--- src/verilog/uart_stat_pkg.sv ---
// Shared constants and types for the serial status and sampling block
package uart_stat_pkg;

  // ==========================================================
  // Register word indices (byte address = index * 4)
  localparam logic [5:0] TX_BUF_IDX = 6'h00;
  localparam logic [5:0] RX_BUF_IDX = 6'h02;
  localparam logic [5:0] INT_CTRL_IDX = 6'h04;
  localparam logic [5:0] STATUS_IDX = 6'h06;
  localparam logic [5:0] FRAME_SEL_IDX = 6'h08;
  localparam logic [5:0] MODE_SEL_IDX = 6'h0a;
  localparam logic [5:0] DIV_LOW_IDX = 6'h0c;
  localparam logic [5:0] PRESCALE_IDX = 6'h0e;
  localparam logic [5:0] OVS_RATE_IDX = 6'h10;
  localparam logic [5:0] SMP_MODE_IDX = 6'h12;
  localparam logic [5:0] SMP_POS_IDX = 6'h14;

  // ==========================================================
  // Reset values
  localparam logic [7:0] INT_CTRL_RST = 8'h01;
  localparam logic [3:0] SMP_POS_RST = 4'h6;
  localparam logic [3:0] OVS_RATE_RST = 4'h0;

  // ==========================================================
  // Field positions
  localparam int FRS_STOP_BIT = 2;
  localparam int FRS_TX9_BIT = 3;
  localparam int FRS_PSEL_LSB = 4;
  localparam int FRS_PEN_BIT = 6;
  localparam int MODE_BRK_BIT = 2;
  localparam int MODE_ETD_BIT = 4;
  localparam int MODE_ERD_BIT = 5;
  localparam int MODE_RTS_BIT = 7;
  localparam int ICTRL_EEI_BIT = 7;
  localparam int ICTRL_ERI_BIT = 6;
  localparam int ICTRL_ETI_BIT = 5;
  localparam int ICTRL_EFCI_BIT = 4;

  // ==========================================================
  // Sampling and framing counts
  localparam logic [3:0] OVS_MIN_CODE = 4'h7;
  localparam logic [4:0] OVS_DEFAULT_RATE = 5'h10;
  localparam logic [4:0] SAMPLE_SPAN = 5'h3;
  localparam logic [3:0] BREAK_BITS = 4'ha;

  typedef enum logic [1:0] {
    FMT_8 = 2'b00,
    FMT_7 = 2'b01,
    FMT_9 = 2'b10,
    FMT_LOOP = 2'b11
  } char_fmt_t;

  typedef enum logic [2:0] {
    RX_IDLE = 3'b000,
    RX_START = 3'b001,
    RX_DATA = 3'b011,
    RX_STOP = 3'b010,
    RX_BREAK = 3'b110
  } rx_state_t;

endpackage : uart_stat_pkg

--- src/verilog/baud_tick_gen.sv ---
// Two-stage divider: half-step prescaler then baud divisor, one pulse per oversample period
`timescale 1ns/1ps
module baud_tick_gen import uart_stat_pkg::*; #(
  parameter int DIV_W = 11
) (
  input wire logic pclk,
  input wire logic presetn,
  input wire logic [4:0] prescale_code,
  input wire logic [DIV_W-1:0] baud_divisor,
  output logic os_tick
);

  typedef struct packed {
    logic [5:0] acc;
    logic [DIV_W-1:0] cnt;
    logic tick;
  } gen_t;

  gen_t st_ff;
  gen_t nxt;
  logic [5:0] modulus;
  logic [5:0] acc_sum;
  logic pre_tick;

  // Prescale factor is (code+2)/2, so half steps need no second clock
  assign modulus = {1'b0, prescale_code} + 6'h2;
  assign acc_sum = st_ff.acc + 6'h2;
  assign pre_tick = acc_sum >= modulus;

  always_comb begin
    nxt = st_ff;
    nxt.tick = 1'b0;
    nxt.acc = pre_tick ? 6'(acc_sum - modulus) : acc_sum;
    if (pre_tick) begin
      if (st_ff.cnt >= baud_divisor) begin
        nxt.cnt = '0;
        nxt.tick = 1'b1;
      end else begin
        nxt.cnt = st_ff.cnt + 1'b1;
      end
    end
  end

  always_ff @(posedge pclk or negedge presetn) begin
    if (!presetn) begin
      st_ff <= '0;
    end else begin
      st_ff <= nxt;
    end
  end

  assign os_tick = st_ff.tick;
endmodule : baud_tick_gen

--- src/verilog/uart_status_irq_oversampling.sv ---
// Serial status flags, interrupt control and oversampled receive/transmit engine behind APB
// Function
// - Status register read-only, cleared by reset
// - Parity error sets, clears on status read
// - Missing stop bit sets framing error
// - Overrun on unread buffer, cleared by read
// - Error summary is OR of three flags
// - Break after ten low bit times
// - Break clears on read only when ended
// - Ninth received bit captured in 9-bit mode
// - Transmit-in-progress high until last frame ends
// - Interrupt control mixed access, resets 01h
// - Buffer empty on load, cleared by write
// - Receive full on transfer, cleared by read
// - Clear-to-send change flag, first instance only
// - Flow interrupt on delta flag when enabled
// - Transmit interrupt on empty when enabled
// - Receive interrupt on full when enabled
// - Error interrupt on summary when enabled
// - Oversample codes 0-6 give 16, else code
// - Sample mode bit picks auto or programmed
// - Three samples from programmed period, reset 06h
// - Auto first sample at (rate-3)/2
// - Bit rate is clock over O*N*P
// - Eleven-bit divisor, divide by value plus one
// - Format 00=8, 01=7, 10=9, 11=loop 9
// - Receive DMA masks receive-full interrupt only
//
// The register offsets and the APB register port are this design's own decisions.
`timescale 1ns/1ps
module uart_status_irq_oversampling import uart_stat_pkg::*; #(
  parameter bit FIRST_UART_INSTANCE = 1'b1
) (
  input wire logic pclk,
  input wire logic presetn,
  input wire logic psel,
  input wire logic penable,
  input wire logic pwrite,
  input wire logic [7:0] paddr,
  input wire logic [31:0] pwdata,
  output logic [31:0] prdata,
  output logic pready,
  output logic pslverr,
  input wire logic rxd,
  output logic txd,
  input wire logic cts_n,
  output logic rts_n,
  output logic irq
);

  typedef struct packed {
    logic [7:0] rx_buf;
    logic [7:0] tx_buf;
    logic [7:0] frame_sel;
    logic [7:0] mode_sel;
    logic [7:0] div_low;
    logic [7:0] prescale;
    logic [3:0] oversample_field;
    logic [3:0] first_sample_period;
    logic manual_sample_mode;
    logic [3:0] irq_enables;
    logic delta_clear_to_send;
    logic receive_buffer_full;
    logic transmit_buffer_empty;
    logic parity_error_flag;
    logic framing_error_flag;
    logic overrun_flag;
    logic break_detect_flag;
    logic break_read_seen;
    logic received_ninth_bit;
    logic transmit_in_progress;
    logic [2:0] rx_sync;
    logic [2:0] cts_sync;
    logic rx_filt;
    logic cts_filt;
    rx_state_t rx_st;
    logic [3:0] rx_os;
    logic [1:0] votes;
    logic [3:0] rx_cnt;
    logic [9:0] rx_sh;
    logic [3:0] tx_os;
    logic [3:0] tx_cnt;
    logic [11:0] tx_sh;
    logic txd;
    logic irq;
    logic rd_done;
    logic [7:0] rdat;
  } state_t;

  state_t st_ff;
  state_t nxt;

  // ==========================================================
  // Bus decode
  logic [5:0] idx;
  logic hit;
  logic acc_rd;
  logic acc_wr;
  logic rd_edge;
  logic status_rd;
  logic ictrl_rd;
  logic rxbuf_rd;
  logic txbuf_wr;

  assign idx = paddr[7:2];
  assign hit = (paddr[1:0] == 2'b00) && (idx <= SMP_POS_IDX) && !idx[0];
  assign acc_rd = psel && penable && !pwrite;
  assign acc_wr = psel && penable && pwrite;
  // Reads take one wait state so read side effects and data land together
  assign rd_edge = acc_rd && !st_ff.rd_done;
  assign status_rd = rd_edge && hit && idx == STATUS_IDX;
  assign ictrl_rd = rd_edge && hit && idx == INT_CTRL_IDX;
  assign rxbuf_rd = rd_edge && hit && idx == RX_BUF_IDX;
  assign txbuf_wr = acc_wr && hit && idx == TX_BUF_IDX;
  assign pready = !acc_rd || st_ff.rd_done;
  assign pslverr = psel && penable && pready && !hit;
  assign prdata = {24'h000000, st_ff.rdat};

  // ==========================================================
  // Frame format and sampling geometry
  char_fmt_t fmt;
  logic nine;
  logic has_par;
  logic [3:0] nd;
  logic [3:0] nb;
  logic [4:0] rate;
  logic [3:0] last;
  logic [3:0] pos;
  logic rx_in;
  logic os_tick;
  logic err_sum;

  assign fmt = char_fmt_t'(st_ff.frame_sel[1:0]);
  assign nine = fmt == FMT_9 || fmt == FMT_LOOP;
  assign has_par = st_ff.frame_sel[FRS_PEN_BIT] && !nine;
  assign nd = (fmt == FMT_7) ? 4'h7 : (nine ? 4'h9 : 4'h8);
  assign nb = nd + {3'b000, has_par};
  assign rate = (st_ff.oversample_field < OVS_MIN_CODE) ? OVS_DEFAULT_RATE
    : {1'b0, st_ff.oversample_field};
  assign last = 4'(rate - 5'h1);
  assign pos = st_ff.manual_sample_mode ? st_ff.first_sample_period
    : 4'((rate - SAMPLE_SPAN) >> 1);
  // Loop-back feeds the transmitter straight in, no synchroniser needed
  assign rx_in = (fmt == FMT_LOOP) ? st_ff.txd : st_ff.rx_filt;
  assign err_sum = st_ff.parity_error_flag | st_ff.framing_error_flag | st_ff.overrun_flag;

  baud_tick_gen #(
    .DIV_W(11)
  ) u_baud (
    .pclk(pclk),
    .presetn(presetn),
    .prescale_code(st_ff.prescale[7:3]),
    .baud_divisor({st_ff.prescale[2:0], st_ff.div_low}),
    .os_tick(os_tick)
  );

  function automatic logic par_of(input logic [1:0] sel, input logic [7:0] d);
    case (sel)
      2'b00: par_of = ~^d;
      2'b01: par_of = ^d;
      2'b10: par_of = 1'b1;
      default: par_of = 1'b0;
    endcase
  endfunction : par_of

  // ==========================================================
  // Next-state logic
  logic rx_done;
  logic rx_perr;
  logic rx_ferr;
  logic break_hit;
  logic tx_load;
  logic [9:0] aligned;
  logic [7:0] rx_data;
  logic [7:0] tx_data;
  logic [9:0] payload;
  logic [10:0] frame;
  logic bit_end;
  logic bit_val;
  logic [4:0] os_wide;
  logic in_win;
  logic [1:0] vote_sum;

  always_comb begin
    nxt = st_ff;
    rx_done = 1'b0;
    rx_perr = 1'b0;
    rx_ferr = 1'b0;
    break_hit = 1'b0;
    tx_load = 1'b0;
    aligned = st_ff.rx_sh >> (4'ha - nb);
    rx_data = aligned[7:0] & ((fmt == FMT_7) ? 8'h7f : 8'hff);
    tx_data = st_ff.tx_buf & ((fmt == FMT_7) ? 8'h7f : 8'hff);
    payload = {2'b00, tx_data};
    if (nine) begin
      payload[8] = st_ff.frame_sel[FRS_TX9_BIT];
    end
    if (has_par) begin
      payload[nd] = par_of(st_ff.frame_sel[FRS_PSEL_LSB +: 2], tx_data);
    end
    frame = (11'h7ff << nb) | {1'b0, payload};
    bit_end = os_tick && st_ff.rx_os == last;
    os_wide = {1'b0, st_ff.rx_os};
    // Third vote may land on the bit's last period, so count it before deciding
    in_win = os_tick && os_wide >= {1'b0, pos} && os_wide <= {1'b0, pos} + 5'h2;
    vote_sum = st_ff.votes + {1'b0, in_win && rx_in};
    bit_val = vote_sum[1];

    // Pin synchronisers: a change counts once stages two and three agree
    nxt.rx_sync = {st_ff.rx_sync[1:0], rxd};
    nxt.cts_sync = {st_ff.cts_sync[1:0], cts_n};
    if (st_ff.rx_sync[2] == st_ff.rx_sync[1]) begin
      nxt.rx_filt = st_ff.rx_sync[2];
    end
    if (st_ff.cts_sync[2] == st_ff.cts_sync[1]) begin
      nxt.cts_filt = st_ff.cts_sync[2];
    end

    // Receiver: three votes per bit, majority at end of bit
    if (os_tick && st_ff.rx_st != RX_IDLE) begin
      nxt.rx_os = (st_ff.rx_os == last) ? 4'h0 : st_ff.rx_os + 4'h1;
      nxt.votes = vote_sum;
      if (bit_end) begin
        nxt.votes = 2'b00;
      end
    end
    case (st_ff.rx_st)
      RX_IDLE: begin
        if (os_tick && !rx_in) begin
          nxt.rx_st = RX_START;
          nxt.rx_os = 4'h1;
          nxt.votes = 2'b00;
        end
      end
      RX_START: begin
        if (bit_end) begin
          nxt.rx_st = bit_val ? RX_IDLE : RX_DATA;
          nxt.rx_cnt = 4'h0;
        end
      end
      RX_DATA: begin
        if (bit_end) begin
          nxt.rx_sh = {bit_val, st_ff.rx_sh[9:1]};
          nxt.rx_cnt = st_ff.rx_cnt + 4'h1;
          if (st_ff.rx_cnt + 4'h1 == nb) begin
            nxt.rx_st = RX_STOP;
          end
        end
      end
      RX_STOP: begin
        if (bit_end) begin
          rx_done = 1'b1;
          rx_ferr = !bit_val;
          rx_perr = has_par && aligned[nd] != par_of(st_ff.frame_sel[FRS_PSEL_LSB +: 2], rx_data);
          nxt.rx_buf = rx_data;
          if (nine) begin
            nxt.received_ninth_bit = aligned[8];
          end
          nxt.rx_st = bit_val ? RX_IDLE : RX_BREAK;
          nxt.rx_cnt = 4'h0;
        end
      end
      RX_BREAK: begin
        if (bit_end) begin
          if (bit_val) begin
            nxt.rx_st = RX_IDLE;
          end else if (st_ff.rx_cnt != BREAK_BITS) begin
            nxt.rx_cnt = st_ff.rx_cnt + 4'h1;
            break_hit = st_ff.rx_cnt + 4'h1 == BREAK_BITS;
          end
        end
      end
      default: begin
        nxt.rx_st = RX_IDLE;
      end
    endcase

    // Receive flags: a hardware set wins over a software clear
    if (rx_done) begin
      nxt.receive_buffer_full = 1'b1;
    end else if (rxbuf_rd) begin
      nxt.receive_buffer_full = 1'b0;
    end
    if (rx_done && rx_perr) begin
      nxt.parity_error_flag = 1'b1;
    end else if (status_rd) begin
      nxt.parity_error_flag = 1'b0;
    end
    if (rx_done && rx_ferr) begin
      nxt.framing_error_flag = 1'b1;
    end else if (status_rd) begin
      nxt.framing_error_flag = 1'b0;
    end
    if (rx_done && st_ff.receive_buffer_full && !rxbuf_rd) begin
      nxt.overrun_flag = 1'b1;
    end else if (status_rd) begin
      nxt.overrun_flag = 1'b0;
    end
    if (break_hit) begin
      nxt.break_detect_flag = 1'b1;
    end else if (rx_in && (status_rd || st_ff.break_read_seen)) begin
      nxt.break_detect_flag = 1'b0;
    end
    nxt.break_read_seen = nxt.break_detect_flag && (st_ff.break_read_seen || status_rd);

    // Clear-to-send change tracking
    if (FIRST_UART_INSTANCE && nxt.cts_filt != st_ff.cts_filt) begin
      nxt.delta_clear_to_send = 1'b1;
    end else if (ictrl_rd) begin
      nxt.delta_clear_to_send = 1'b0;
    end

    // Transmitter: holding byte moves to shift register when it is free
    if (st_ff.tx_cnt == 4'h0 && !st_ff.transmit_buffer_empty) begin
      tx_load = 1'b1;
      nxt.tx_sh = {frame, 1'b0};
      nxt.tx_cnt = 4'h2 + nb + {3'b000, st_ff.frame_sel[FRS_STOP_BIT]};
      nxt.tx_os = 4'h0;
      nxt.transmit_in_progress = 1'b1;
    end else if (os_tick && st_ff.tx_cnt != 4'h0) begin
      if (st_ff.tx_os == last) begin
        nxt.tx_os = 4'h0;
        nxt.tx_sh = {1'b1, st_ff.tx_sh[11:1]};
        nxt.tx_cnt = st_ff.tx_cnt - 4'h1;
        // Stays high across back-to-back frames
        if (st_ff.tx_cnt == 4'h1 && st_ff.transmit_buffer_empty) begin
          nxt.transmit_in_progress = 1'b0;
        end
      end else begin
        nxt.tx_os = st_ff.tx_os + 4'h1;
      end
    end
    nxt.txd = st_ff.tx_sh[0] && !st_ff.mode_sel[MODE_BRK_BIT];
    if (tx_load) begin
      nxt.transmit_buffer_empty = 1'b1;
    end else if (txbuf_wr) begin
      nxt.transmit_buffer_empty = 1'b0;
    end

    // Register writes; status and flag bits ignore writes
    if (acc_wr && hit) begin
      case (idx)
        TX_BUF_IDX: nxt.tx_buf = pwdata[7:0];
        FRAME_SEL_IDX: nxt.frame_sel = {1'b0, pwdata[6:0]};
        MODE_SEL_IDX: nxt.mode_sel = pwdata[7:0];
        DIV_LOW_IDX: nxt.div_low = pwdata[7:0];
        PRESCALE_IDX: nxt.prescale = pwdata[7:0];
        OVS_RATE_IDX: nxt.oversample_field = pwdata[3:0];
        SMP_MODE_IDX: nxt.manual_sample_mode = pwdata[0];
        SMP_POS_IDX: nxt.first_sample_period = pwdata[3:0];
        INT_CTRL_IDX: nxt.irq_enables = pwdata[7:4];
        default: nxt.div_low = st_ff.div_low;
      endcase
    end

    // Read data captured on the first access cycle
    nxt.rd_done = rd_edge;
    if (rd_edge) begin
      case (idx)
        RX_BUF_IDX: nxt.rdat = st_ff.rx_buf;
        TX_BUF_IDX: nxt.rdat = st_ff.tx_buf;
        INT_CTRL_IDX: nxt.rdat = {st_ff.irq_enables, ~st_ff.cts_filt & FIRST_UART_INSTANCE,
          st_ff.delta_clear_to_send, st_ff.receive_buffer_full, st_ff.transmit_buffer_empty};
        STATUS_IDX: nxt.rdat = {1'b0, st_ff.transmit_in_progress, st_ff.received_ninth_bit,
          st_ff.break_detect_flag, err_sum, st_ff.overrun_flag, st_ff.framing_error_flag,
          st_ff.parity_error_flag};
        FRAME_SEL_IDX: nxt.rdat = st_ff.frame_sel;
        MODE_SEL_IDX: nxt.rdat = st_ff.mode_sel;
        DIV_LOW_IDX: nxt.rdat = st_ff.div_low;
        PRESCALE_IDX: nxt.rdat = st_ff.prescale;
        OVS_RATE_IDX: nxt.rdat = {4'h0, st_ff.oversample_field};
        SMP_MODE_IDX: nxt.rdat = {7'h00, st_ff.manual_sample_mode};
        SMP_POS_IDX: nxt.rdat = {4'h0, st_ff.first_sample_period};
        default: nxt.rdat = 8'h00;
      endcase
    end

    // Level request; receive DMA hides only the buffer-full source
    nxt.irq = (st_ff.transmit_buffer_empty && st_ff.irq_enables[ICTRL_ETI_BIT - 4]
      && !st_ff.mode_sel[MODE_ETD_BIT])
      || (st_ff.receive_buffer_full && st_ff.irq_enables[ICTRL_ERI_BIT - 4]
      && !st_ff.mode_sel[MODE_ERD_BIT])
      || (err_sum && st_ff.irq_enables[ICTRL_EEI_BIT - 4])
      || (st_ff.delta_clear_to_send && st_ff.irq_enables[ICTRL_EFCI_BIT - 4]);
  end

  always_ff @(posedge pclk or negedge presetn) begin
    if (!presetn) begin
      st_ff <= '0;
      st_ff.transmit_buffer_empty <= INT_CTRL_RST[0];
      st_ff.first_sample_period <= SMP_POS_RST;
      st_ff.oversample_field <= OVS_RATE_RST;
      st_ff.rx_sync <= 3'b111;
      st_ff.cts_sync <= 3'b111;
      st_ff.rx_filt <= 1'b1;
      st_ff.cts_filt <= 1'b1;
      st_ff.tx_sh <= 12'hfff;
      st_ff.txd <= 1'b1;
    end else begin
      st_ff <= nxt;
    end
  end

  assign txd = st_ff.txd;
  assign rts_n = !st_ff.mode_sel[MODE_RTS_BIT];
  assign irq = st_ff.irq;
endmodule : uart_status_irq_oversampling

--- config.mk ---
export PLATFORM = sky130hd
export DESIGN_NAME = uart_status_irq_oversampling
export DESIGN_NICKNAME = d
export VERILOG_FILES = /design/src/verilog/uart_stat_pkg.sv /design/src/verilog/baud_tick_gen.sv /design/src/verilog/uart_status_irq_oversampling.sv
export SDC_FILE = /design/constraint.sdc
export NUM_CORES = 1
export LEC_CHECK = 0
export ABC_AREA = 1
export BUFFER_PORTS_ARGS = -buffer_cell sky130_fd_sc_hd__buf_2
export CAP_MARGIN = 20
export CELL_PAD_IN_SITES_DETAIL_PLACEMENT = 0
export CELL_PAD_IN_SITES_GLOBAL_PLACEMENT = 1
export CORE_MARGIN = 2
export CORE_UTILIZATION = 45
export DETAILED_ROUTE_END_ITERATION = 8
export GPL_TIMING_DRIVEN = 0
export PLACE_DENSITY = 0.84
export SYNTH_ARGS = -nofsm -noshare
export SYNTH_HDL_FRONTEND = slang
export SYNTH_SLANG_ARGS = --single-unit
--- constraint.sdc ---
create_clock -name pclk -period 5.1 [get_ports pclk]
set_clock_uncertainty 0.2 [all_clocks]
set_input_delay 0.255 -clock pclk [delete_from_list [all_inputs] [get_ports pclk]]
set_output_delay 0.255 -clock pclk [all_outputs]
set_load 0.02 [all_outputs]
==> impl_metrics.py, run 1 <==
metrics = {
    "synthesis": {
        "synth_area_mm2": 0.009204,
        "ys_types": 51,
        "ys_ff_latch": 150,
        "synth_top_area_share_pct": 34.26,
        "synth_seq_area_share_pct": 41.11,
        "syn_inst": 1202,
        "yosys_warnings": 0,
        "synth.area.top_cells": "dfrtp_1, nand2_1, dfstp_2, inv_1, ha_1",
        "syn-mean-instance-area_um2": 7.657,
        "synth_top_area_cell": "dfrtp_1",
    },
    "sta": {
        "tightest_slew_ns": 0.8513,
        "slew-limit-headroom_pct": 43.24,
        "finalSetupViolations": 0,
        "hold_viol": 0,
        "min_period_ns": 4.520,
        "setup_tns_ns": 0,
        "report.final.slew_viol_count": 0,
        "fin_crit_sh_pct": 88.63,
        "fmax_mhz": 221.2,
        "rsz0062_at_grt": "no",
    },
    "clocking": {
        "post_cts_resized": 0,
        "clock_latency_ns": 0.42,
        "cts-root-buf": "clkbuf_16",
        "post_cts_buffers": 0,
        "clock_sinks": 150,
        "cts_tree": "done",
        "ctsHtreeMaxLevel": 4,
        "cts_buffers": 17,
        "clk_path_buf_depth": 2,
        "clk_pin_slew_ns": 0.06,
    },
    "route": {
        "drc": 0,
        "antenna_left": 0,
        "wl_um": 23490,
        "dr_total_vias": 7836,
        "dr.pass1.iters": 4,
        "drt_iter0_drc": 474,
        "drt-vias-per-instance": 4.978,
        "avgRoutedWirePerCell_um": 14.92,
    },
    "placed_design": {
        "hpwl_um": 17890,
        "gp_congestion": 0.9124,
        "port_buffers": 34,
    },
    "layout": {
        "nNetsFinal": 1380,
        "drive_gt1_share_pct": 13.80,
        "final_cell_mix": "nand2_1, inv_1, dfrtp_1",
        "diodes": 0,
        "regArea_mm2": 0.003784,
        "final_common_cell": "nand2_1",
        "multi_input_area_mm2": 0.004551,
        "fillers": 2025,
        "area_delta_synth_final_pct": 14.22,
    },
    "worst_setup_path": {
        "critPathKind": "register to register",
        "crit_fanout": 6,
        "rr_endpoint": "st_ff[51]$_DFFE_PN0P_",
        "cp_data_required_time_ns": 5.21,
        "r2r_slack_ns": 0.58,
        "cp-end-kind": "register",
        "critPathArrivalTime_ns": 4.63,
        "reg2reg_depth": 23,
        "r2r_start": "st_ff[83]$_DFFE_PN0P_",
        "start_kind": "register",
    },
    "grt": {
        "grt_pass1_wl_um": 39190,
        "grt_pass1_vias": 7533,
        "grt.total_usage_pct": 22.79,
        "grt_max_degree": 89,
        "grt_antenna_before_repair": 0,
        "grt.overflow.total": 0,
    },
    "die": {
        "die_y_um": 147.0,
        "initial_core_util_pct": 45.63,
        "num_rows": 52,
        "die_w_um": 147.0,
        "core_area_mm2": 0.02017,
        "fp.dieArea_mm2": 0.02161,
        "ios": 84,
    },
    "hold_path": {
        "hold_path_class": "primary input to register",
        "hold-path-endpoint": "st_ff[76]$_DFFE_PN0P_",
        "worstHoldStart": "paddr[3]",
        "hold_depth": 5,
    },
    "power_and_ir_drop": {
        "p_sw_share_pct": 30.79,
        "power_mw": 3.256,
        "internal_power_mw": 2.253,
        "netSwitchingPower_mw": 1.002,
        "power-per-cell-area_mw_per_mm2": 309.7,
        "p_seq_share_pct": 40.9,
        "p_leak_nw": 5.312,
        "p_clk_share_pct": 37.6,
        "ir_drop_mv": 0.1916,
        "pwr-share-comb_pct": 21.5,
    },
    "flow_run": {
        "drv_cap": 0,
    },
    "run_status": {
        "status": "completed",
    },
}
metal layers:
layer	up-vias	part of all wire, %	GRT usage, %
li1	4054	-	-
met5	-	0	0
met2	130	46	36.78
met4	0	1.4	5.865
met1	3628	49	32.46
met3	24	3.4	3.261
cell type report:
| type | instances | share of cell area, % |
|---|---|---|
| multi-input combinational | 864 | 43.29 |
| sequential | 150 | 35.99 |
| inverter | 155 | 5.534 |
| clock buffer | 22 | 4.320 |
| buffer | 56 | 3.559 |
| tap | 270 | 3.214 |
| timing repair buffer | 47 | 3.083 |
| clock inverter | 10 | 1.012 |
power groups by stage:
| stage | Sequential (mW) | Combinational (mW) | Clock, mW |
|---|---|---|---|
| 6_report | 1.33 | 0.701 | 1.22 |
| 4_1_cts | 1.33 | 0.707 | 1.24 |
| 5_1_grt | 1.34 | 0.814 | 1.29 |
| 2_1_floorplan | 1.33 | 0.513 | 0 |
| 3_5_place_dp | 1.35 | 0.696 | 0 |
| 3_3_place_gp | 1.35 | 0.677 | 0 |
critical path, cell delays in order, from the launching register on:
cell and delay, ns:
dfrtp_1 0.34, inv_1 0.12, o21ai_4 0.24, nand2_2 0.12, inv_1 0.10, ha_1 0.17
nand2_1 0.07, o221ai_1 0.33, nor2_1 0.13, xnor2_1 0.15, ha_1 0.31, a21oi_1 0.14
o21ai_0 0.09, o21a_1 0.11, a211oi_1 0.32, ha_1 0.23, xor2_1 0.31, inv_1 0.22
nand2_1 0.13, o21ai_0 0.09, a21oi_1 0.16, nand3_2 0.16, nand2_1 0.09, o21ai_1 0.06
worst max path at each step:
stage                                startpoint               endpoint  slack [ns]  cells after the start
after floorplan           st_ff[81]$_DFFE_PN0P_  st_ff[52]$_DFFE_PN0P_        1.41                     23
after global placement    st_ff[83]$_DFFE_PN0P_  st_ff[52]$_DFFE_PN0P_        0.54                     23
after detailed placement  st_ff[83]$_DFFE_PN0P_  st_ff[51]$_DFFE_PN0P_        0.58                     23
after CTS                 st_ff[83]$_DFFE_PN0P_  st_ff[51]$_DFFE_PN0P_        0.53                     23
after global routing      st_ff[83]$_DFFE_PN0P_  st_ff[52]$_DFFE_PN0P_        0.09                     23
final                     st_ff[83]$_DFFE_PN0P_  st_ff[51]$_DFFE_PN0P_        0.58                     23
registers in the layout (all words and copies together), names as in the netlist:
| signal | flops |
|---|---|
| u_baud.st_ff | 17 |
| u_baud.os_tick | 1 |
| prdata | 8 |
| txd | 1 |
| irq | 1 |
| fmt | 2 |
| os_wide | 4 |
| nxt | 4 |
| st_ff | 112 |
timing repair:
| action | CTS | global route |
|---|---|---|
| hold endpoints to repair | 109 | 1 |
| hold buffers | 11 | 1 |
| setup endpoints to repair | 0 | 0 |
through the flow:
step	std cells	util, %	area (um^2)	setup slack, ns	hold slack, ns
2_1_floorplan	1225	-	9290	1.413	-0.2406
3_3_place_gp	1529	48.58	9798	0.5381	0.1471
3_5_place_dp	1530	48.75	9832	0.5802	0.1498
6_report	1574	52.12	10510	0.5800	0.09027
4_1_cts	1573	52.07	10500	0.5291	0.003606
5_1_grt	1574	52.12	10510	0.09227	0.09449
cell families after synthesis:
group,share of synthesized area [%]
and+or+nand+nor,25.72
AOI/OAI and AO/OA,12.98
muxes,0.7205
buffers and inverters,10.39
DFF,41.11
other,0.04074
adders and majority gates,5.900
xor gates and xnor gates,3.140
cell usage after synthesis, drive strengths merged:
| cell | number |
|---|---|
| o21a | 2 |
| a211oi | 2 |
| o211ai | 1 |
| a21o | 1 |
| nor2 | 69 |
| maj3 | 1 |
| a21boi | 1 |
| clkbuf | 8 |
| mux2i | 1 |
| nor4 | 3 |
| xor2 | 23 |
| o21ai | 119 |
| dfrtp | 126 |
| a21oi | 35 |
| dfstp | 24 |
| a2111oi | 1 |
| inv | 155 |
| a221oi | 1 |
| mux2 | 5 |
| nand2 | 359 |
| o22ai | 19 |
| fa | 1 |
| a22oi | 2 |
| xnor2 | 10 |
| o2111ai | 3 |
| nand3 | 93 |
| ha | 41 |
| nor3 | 15 |
| a31oi | 4 |
| o221ai | 7 |
| buf | 48 |
| nand4 | 12 |
| o31ai | 7 |
| conb | 1 |
| o21bai | 1 |
| or2 | 1 |
Power figures use the tool's default switching activity.
==> run 2, diff against run 1 <==
--- a/config.mk
+++ b/config.mk
@@ -6,8 +6,8 @@
 export NUM_CORES = 1
 export LEC_CHECK = 0
 export ABC_AREA = 1
+export ABC_CLOCK_PERIOD_IN_PS = 5100
 export BUFFER_PORTS_ARGS = -buffer_cell sky130_fd_sc_hd__buf_2
-export CAP_MARGIN = 20
 export CELL_PAD_IN_SITES_DETAIL_PLACEMENT = 0
 export CELL_PAD_IN_SITES_GLOBAL_PLACEMENT = 1
 export CORE_MARGIN = 2
@@ -15,6 +15,7 @@
 export DETAILED_ROUTE_END_ITERATION = 8
 export GPL_TIMING_DRIVEN = 0
 export PLACE_DENSITY = 0.84
+export REMOVE_ABC_BUFFERS = 1
 export SYNTH_ARGS = -nofsm -noshare
 export SYNTH_HDL_FRONTEND = slang
 export SYNTH_SLANG_ARGS = --single-unit
==> run 2 against run 1 <==
First-iteration DRC count decreased by 5.3%. Wire length decreased by 3.3%. Power decreased by 0.73%. Worst setup slack improved by 0.20 ns. Via count decreased by 0.54%. Fmax increased by 4.7%. Utilization decreased by 1.7 points. Design area decreased by 3.3%. Critical endpoint is now st_ff[52]$_DFFE_PN0P_.
==> impl_metrics.py, run 2 (synthesis gave the netlist of run 1 again) <==
metrics = {
    "hold_path": {
        "hold_depth": 3,
        "hold_path_class": "primary input to register",
        "worstHoldStart": "penable",
        "hold-path-endpoint": "st_ff[8]$_DFF_PN0_",
    },
    "route": {
        "antenna_left": 0,
        "avgRoutedWirePerCell_um": 14.96,
        "drc": 0,
        "dr_total_vias": 7794,
        "dr.pass1.iters": 6,
        "drt_iter0_drc": 449,
        "wl_um": 22720,
        "drt-vias-per-instance": 5.131,
    },
    "sta": {
        "hold_viol": 0,
        "fin_crit_sh_pct": 84.64,
        "report.final.slew_viol_count": 0,
        "slew-limit-headroom_pct": 53.82,
        "min_period_ns": 4.317,
        "finalSetupViolations": 0,
        "rsz0062_at_grt": "no",
        "fmax_mhz": 231.7,
        "tightest_slew_ns": 0.6890,
        "setup_tns_ns": 0,
    },
    "clocking": {
        "clk_path_buf_depth": 2,
        "ctsHtreeMaxLevel": 4,
        "clock_sinks": 150,
        "cts_buffers": 17,
        "cts_tree": "done",
        "clk_pin_slew_ns": 0.07,
        "cts-root-buf": "clkbuf_16",
        "post_cts_buffers": 0,
        "clock_latency_ns": 0.43,
    },
    "die": {
        "fp.dieArea_mm2": 0.02161,
        "die_w_um": 147.0,
        "num_rows": 52,
        "initial_core_util_pct": 45.63,
        "die_y_um": 147.0,
        "core_area_mm2": 0.02017,
        "ios": 84,
    },
    "layout": {
        "utilization_pct": 50.42,
        "final_cell_count_no_fill": 1519,
        "diodes": 0,
        "drive_gt1_share_pct": 10.97,
        "area_delta_synth_final_pct": 10.48,
        "largest_register": "st_ff",
        "multi_input_area_mm2": 0.004551,
        "fillers": 2005,
        "final_cell_mix": "nand2_1, inv_1, dfrtp_1",
        "regArea_mm2": 0.003784,
        "largest_register_ffs": 112,
        "final_common_cell": "nand2_1",
        "nNetsFinal": 1325,
    },
    "grt": {
        "grt_pass1_vias": 7376,
        "grt_antenna_before_repair": 0,
        "grt_pass1_wl_um": 37440,
        "grt.total_usage_pct": 21.88,
        "grt.overflow.total": 0,
        "grt_max_degree": 87,
    },
    "worst_setup_path": {
        "rr_endpoint": "st_ff[52]$_DFFE_PN0P_",
        "critPathArrivalTime_ns": 4.43,
        "cpPeakStageDelay_ns": 0.40,
        "cp.depth": 23,
        "crit_slowest_cell": "dfrtp_1",
        "cp_data_required_time_ns": 5.21,
        "r2r_start": "st_ff[81]$_DFFE_PN0P_",
        "cp-end-kind": "register",
        "reg2reg_depth": 23,
        "crit_family": "compound AO/OA/AOI/OAI gates",
        "crit_chain": "nand2_2, o21ai_4, inv_1, nor2_1, ha_1, nand2_1, o221ai_1, nor2_1, xnor2_1, ha_1, a21oi_1, o21ai_0, o21a_1, a211oi_1, ha_1, xor2_1, inv_1, nand2_1, o21ai_0, a21oi_1, nand3_2, nand2_1, o21ai_1",
        "r2r_slack_ns": 0.78,
        "start_kind": "register",
        "critPathKind": "register to register",
        "crit_fanout": 6,
        "path_buf_inv": 2,
    },
    "power_and_ir_drop": {
        "p_leak_nw": 5.061,
        "ir_drop_mv": 0.2118,
        "power-per-cell-area_mw_per_mm2": 317.8,
    },
    "placed_design": {
        "gp_congestion": 0.8837,
        "hpwl_um": 16770,
        "port_buffers": 35,
        "place_inst": 1475,
    },
    "flow_run": {
        "drv_cap": 0,
    },
    "run_status": {
        "status": "completed",
    },
}
-- run 2: changes by cell type in the layout (fill, tap and decap cells not counted), sizes merged --
cell / before / now
inv: 155 / 164
buf: 83 / 36
clkinvlp: 1 / 3
bufinv: 2 / 1
clkinv: 7 / 2
clkbuf: 30 / 17
-- run 2: routing by layer --
metal | vias to the layer above | share of wire, % | track usage, %
met5 | - | 0 | 0
met1 | 3686 | 46 | 29.35
met4 | 0 | 1.6 | 5.865
met2 | 140 | 48 | 36.57
met3 | 29 | 4.2 | 4.161
li1 | 3939 | - | -
-- run 2: report_power, final --
part	total [mW]	internal (mW)	switching [mW]	leakage [nW]
sequential	1.33	1.27	0.0609	1.70
combinational	0.633	0.225	0.408	3.08
clock	1.27	0.694	0.575	0.280
-- run 2: layout make-up --
| type | instances | area share [%] |
|---|---|---|
| clock buffer | 17 | 4.184 |
| clock inverter | 15 | 1.575 |
| inverter | 155 | 5.722 |
| multi-input combinational | 864 | 44.75 |
| sequential | 150 | 37.21 |
| tap | 270 | 3.322 |
| timing repair buffer | 48 | 3.236 |
-- run 2: through the flow --
step / instance area [um^2] / hold WS, ns / power [mW] / setup slack [ns]
floorplan: 8916 / -0.2406 / 1.805 / 1.413
global placement: 9429 / 0.1471 / 1.962 / 0.7509
detailed placement: 9463 / 0.1056 / 1.980 / 0.8030
CTS: 10170 / 0.003727 / 3.262 / 0.7791
global route: 10170 / 0.02100 / 3.426 / 0.3423
finish: 10170 / 0.02077 / 3.232 / 0.7832
-- run 2: worst min-delay path, stage by stage --
cell     delay (ns)
buf_2          0.09
nand2_1        0.11
nor3_2         0.12
-- run 2: worst max path at each step --
stage                                 end  slack, ns                  start
finish              st_ff[52]$_DFFE_PN0P_       0.78  st_ff[81]$_DFFE_PN0P_
global route        st_ff[52]$_DFFE_PN0P_       0.34  st_ff[83]$_DFFE_PN0P_
CTS                 st_ff[52]$_DFFE_PN0P_       0.78  st_ff[83]$_DFFE_PN0P_
detailed placement  st_ff[51]$_DFFE_PN0P_       0.80  st_ff[83]$_DFFE_PN0P_
global placement    st_ff[52]$_DFFE_PN0P_       0.75  st_ff[83]$_DFFE_PN0P_
floorplan           st_ff[52]$_DFFE_PN0P_       1.41  st_ff[81]$_DFFE_PN0P_
-- run 2: what timing repair did --
item / in CTS / in global routing
gates resized for setup: 0 / 0
endpoints found under the hold margin: 109 / 0
hold buffers: 12 / 0
==> run 3, diff against run 2 <==
--- a/config.mk
+++ b/config.mk
@@ -6,7 +6,7 @@
 export NUM_CORES = 1
 export LEC_CHECK = 0
 export ABC_AREA = 1
-export ABC_CLOCK_PERIOD_IN_PS = 5100
+export ABC_CLOCK_PERIOD_IN_PS = 4200
 export BUFFER_PORTS_ARGS = -buffer_cell sky130_fd_sc_hd__buf_2
 export CELL_PAD_IN_SITES_DETAIL_PLACEMENT = 0
 export CELL_PAD_IN_SITES_GLOBAL_PLACEMENT = 1
==> constraint.sdc (replaced) <==
create_clock -name pclk -period 4.2 [get_ports pclk]
set_clock_uncertainty 0.2 [all_clocks]
set_input_delay 0.21 -clock pclk [delete_from_list [all_inputs] [get_ports pclk]]
set_output_delay 0.21 -clock pclk [all_outputs]
set_load 0.02 [all_outputs]
==> run 3 against run 2 <==
Global-route usage is essentially flat. Design area rose by 1.3%. Worst setup slack got worse by 0.49 ns. Non-clock buffer count up 10. Utilization rose by 0.65 points. Fmax rose by 11%. Power rose by 22%.
==> impl_metrics.py, run 3 (synthesis gave the netlist of run 1 again) <==
metrics = {
    "die": {
        "core_area_mm2": 0.02017,
        "initial_core_util_pct": 45.63,
        "fp.dieArea_mm2": 0.02161,
        "die_y_um": 147.0,
        "num_rows": 52,
        "die_w_um": 147.0,
        "ios": 84,
    },
    "grt": {
        "grt_pass1_wl_um": 37470,
        "grt_pass1_vias": 7390,
        "grt_antenna_before_repair": 0,
        "grt.total_usage_pct": 21.89,
        "grt_max_degree": 87,
        "grt.overflow.total": 0,
    },
    "sta": {
        "fin_crit_sh_pct": 92.92,
        "finalSetupViolations": 0,
        "fmax_mhz": 256.2,
        "setup_tns_ns": 0,
        "hold-worst-slack_ns": 0.09727,
        "slew-limit-headroom_pct": 52.07,
        "report.final.slew_viol_count": 0,
        "tightest_slew_ns": 0.7151,
        "min_period_ns": 3.903,
        "setup_ws_ns": 0.2973,
        "hold_viol": 0,
    },
    "run_status": {
        "status": "completed",
    },
    "route": {
        "drc": 0,
        "avgRoutedWirePerCell_um": 14.99,
        "drt-vias-per-instance": 5.133,
        "drt_iter0_drc": 528,
        "wl_um": 22910,
        "dr_total_vias": 7849,
        "dr.pass1.iters": 6,
        "antenna_left": 0,
    },
    "power_and_ir_drop": {
        "p_seq_share_pct": 41.1,
        "internal_power_mw": 2.658,
        "p_clk_share_pct": 39.3,
        "power-per-cell-area_mw_per_mm2": 381.4,
        "ir_drop_mv": 0.2552,
        "p_leak_nw": 5.107,
        "netSwitchingPower_mw": 1.271,
        "power_mw": 3.929,
        "pwr-share-comb_pct": 19.6,
        "p_sw_share_pct": 32.34,
    },
    "clocking": {
        "ctsHtreeMaxLevel": 4,
        "clock_latency_ns": 0.43,
        "clk_pin_slew_ns": 0.07,
        "cts_tree": "done",
        "cts-root-buf": "clkbuf_16",
        "clock_sinks": 150,
        "cts_buffers": 17,
        "clk_path_buf_depth": 2,
    },
    "layout": {
        "final_cell_mix": "nand2_1, inv_1, dfrtp_1",
        "drive_gt1_share_pct": 12.47,
        "largest_register": "st_ff",
        "diodes": 0,
        "final_common_cell": "nand2_1",
        "stdcell_area_mm2": 0.01030,
        "area_delta_synth_final_pct": 11.91,
        "fillers": 1997,
        "nNetsFinal": 1335,
        "largest_register_ffs": 112,
    },
    "worst_setup_path": {
        "cpMostUsedCell": "nand2_1",
        "crit_slowest_cell": "dfrtp_1",
        "crit_fanout": 6,
        "cp_data_required_time_ns": 4.31,
        "cp-end-kind": "register",
        "critPathArrivalTime_ns": 4.02,
        "critPathKind": "register to register",
        "start_kind": "register",
        "cpPeakStageDelay_ns": 0.40,
        "crit_chain": "nand2_2, o21ai_4, inv_1, nor2_2, ha_2, nand2_1, o221ai_4, nor2_4, xnor2_1, ha_1, a21oi_1, o21ai_0, o21a_1, a211oi_2, ha_2, xor2_2, inv_2, nand2_1, o21ai_0, a21oi_1, nand3_2, nand2_1, o21ai_1",
    },
    "placed_design": {
        "port_buffers": 35,
        "gp_congestion": 0.8837,
        "hpwl_um": 16770,
        "place_ws_ns": -0.09698,
        "place_area_mm2": 0.009463,
    },
    "flow_run": {
        "drv_cap": 0,
    },
    "hold_path": {
        "hold_path_class": "primary input to register",
    },
}
==> run 3: cell types whose count changed in the layout (fill, tap and decap cells not counted), moves of 2 or more <==
cell	previous run	this run
ha_2	0	4
buf_4	0	9
ha_1	41	37
nor2_1	57	55
==> run 3: cell type report <==
| type | instances | area (um^2) | area share [%] |
|---|---|---|---|
| Sequential cell | 150 | 3784 | 36.73 |
| Multi-Input combinational cell | 864 | 4604 | 44.70 |
| Tap cell | 270 | 337.8 | 3.280 |
| Clock inverter | 15 | 160.2 | 1.555 |
| Inverter | 155 | 581.8 | 5.649 |
| Timing Repair Buffer | 58 | 406.6 | 3.948 |
| Clock buffer | 17 | 425.4 | 4.130 |
==> run 3: worst max-delay path, delay by kind of cell (launching register included) <==
family	cells	cell delay (ns)
compound gates	9	1.30
fa+ha+maj	3	0.71
xor+xnor	2	0.31
flops	1	0.40
simple gates	7	0.68
buf+inv	2	0.17
==> run 3: per-stage QoR <==
stage                     util [%]  std cells
final                        51.07       1529
after global routing         51.07       1529
after CTS                    50.52       1520
after detailed placement     46.92       1475
after global placement       46.75       1474
after floorplan                  -       1169
==> run 3: what timing repair did <==
item	4_1_cts	5_1_grt
endpoints found under the hold margin	122	0
hold buffers	13	0
setup buffers	0	9
pin swaps	0	8
gates resized for setup	3	11
endpoints found under the setup margin	3	9
==> run 3: final timing paths <==
| kind | startpoint | endpoint | slack, ns | depth (start not counted) |
|---|---|---|---|---|
| min in group asynchronous | presetn | u_baud.st_ff[1]$_DFFE_PN0N_ | 0.16 | 2 |
| max in group asynchronous | presetn | st_ff[22]$_DFFE_PN1P_ | 2.76 | 3 |
| worst max-delay path | st_ff[81]$_DFFE_PN0P_ | st_ff[52]$_DFFE_PN0P_ | 0.30 | 23 |
| worst min-delay path | penable | prdata[3]$_DFFE_PN0P_ | 0.1 | 5 |
| worst max register to register | st_ff[81]$_DFFE_PN0P_ | st_ff[52]$_DFFE_PN0P_ | 0.30 | 23 |
| worst min register to register | nxt[60]$_DFF_PN1_ | nxt[61]$_DFF_PN1_ | 0.16 | 0 |
==> run 3: power groups by stage <==
stage               clock network, mW  registers [mW]  logic, mW
detailed placement                  0            1.64      0.764
global placement                    0            1.64      0.744
finish                           1.54            1.61      0.770
CTS                              1.57            1.61      0.774
floorplan                           0            1.63      0.564
global route                     1.64            1.63      0.897
==> run 3: layer usage <==
layer / vias to the layer above / GRT usage (%) / wire length (um)
met1: 3696 / 29.35 / 10340
met4: 0 / 5.865 / 403
met2: 157 / 36.62 / 10990
li1: 3964 / - / -
met3: 32 / 4.161 / 1184
met5: - / 0 / 0
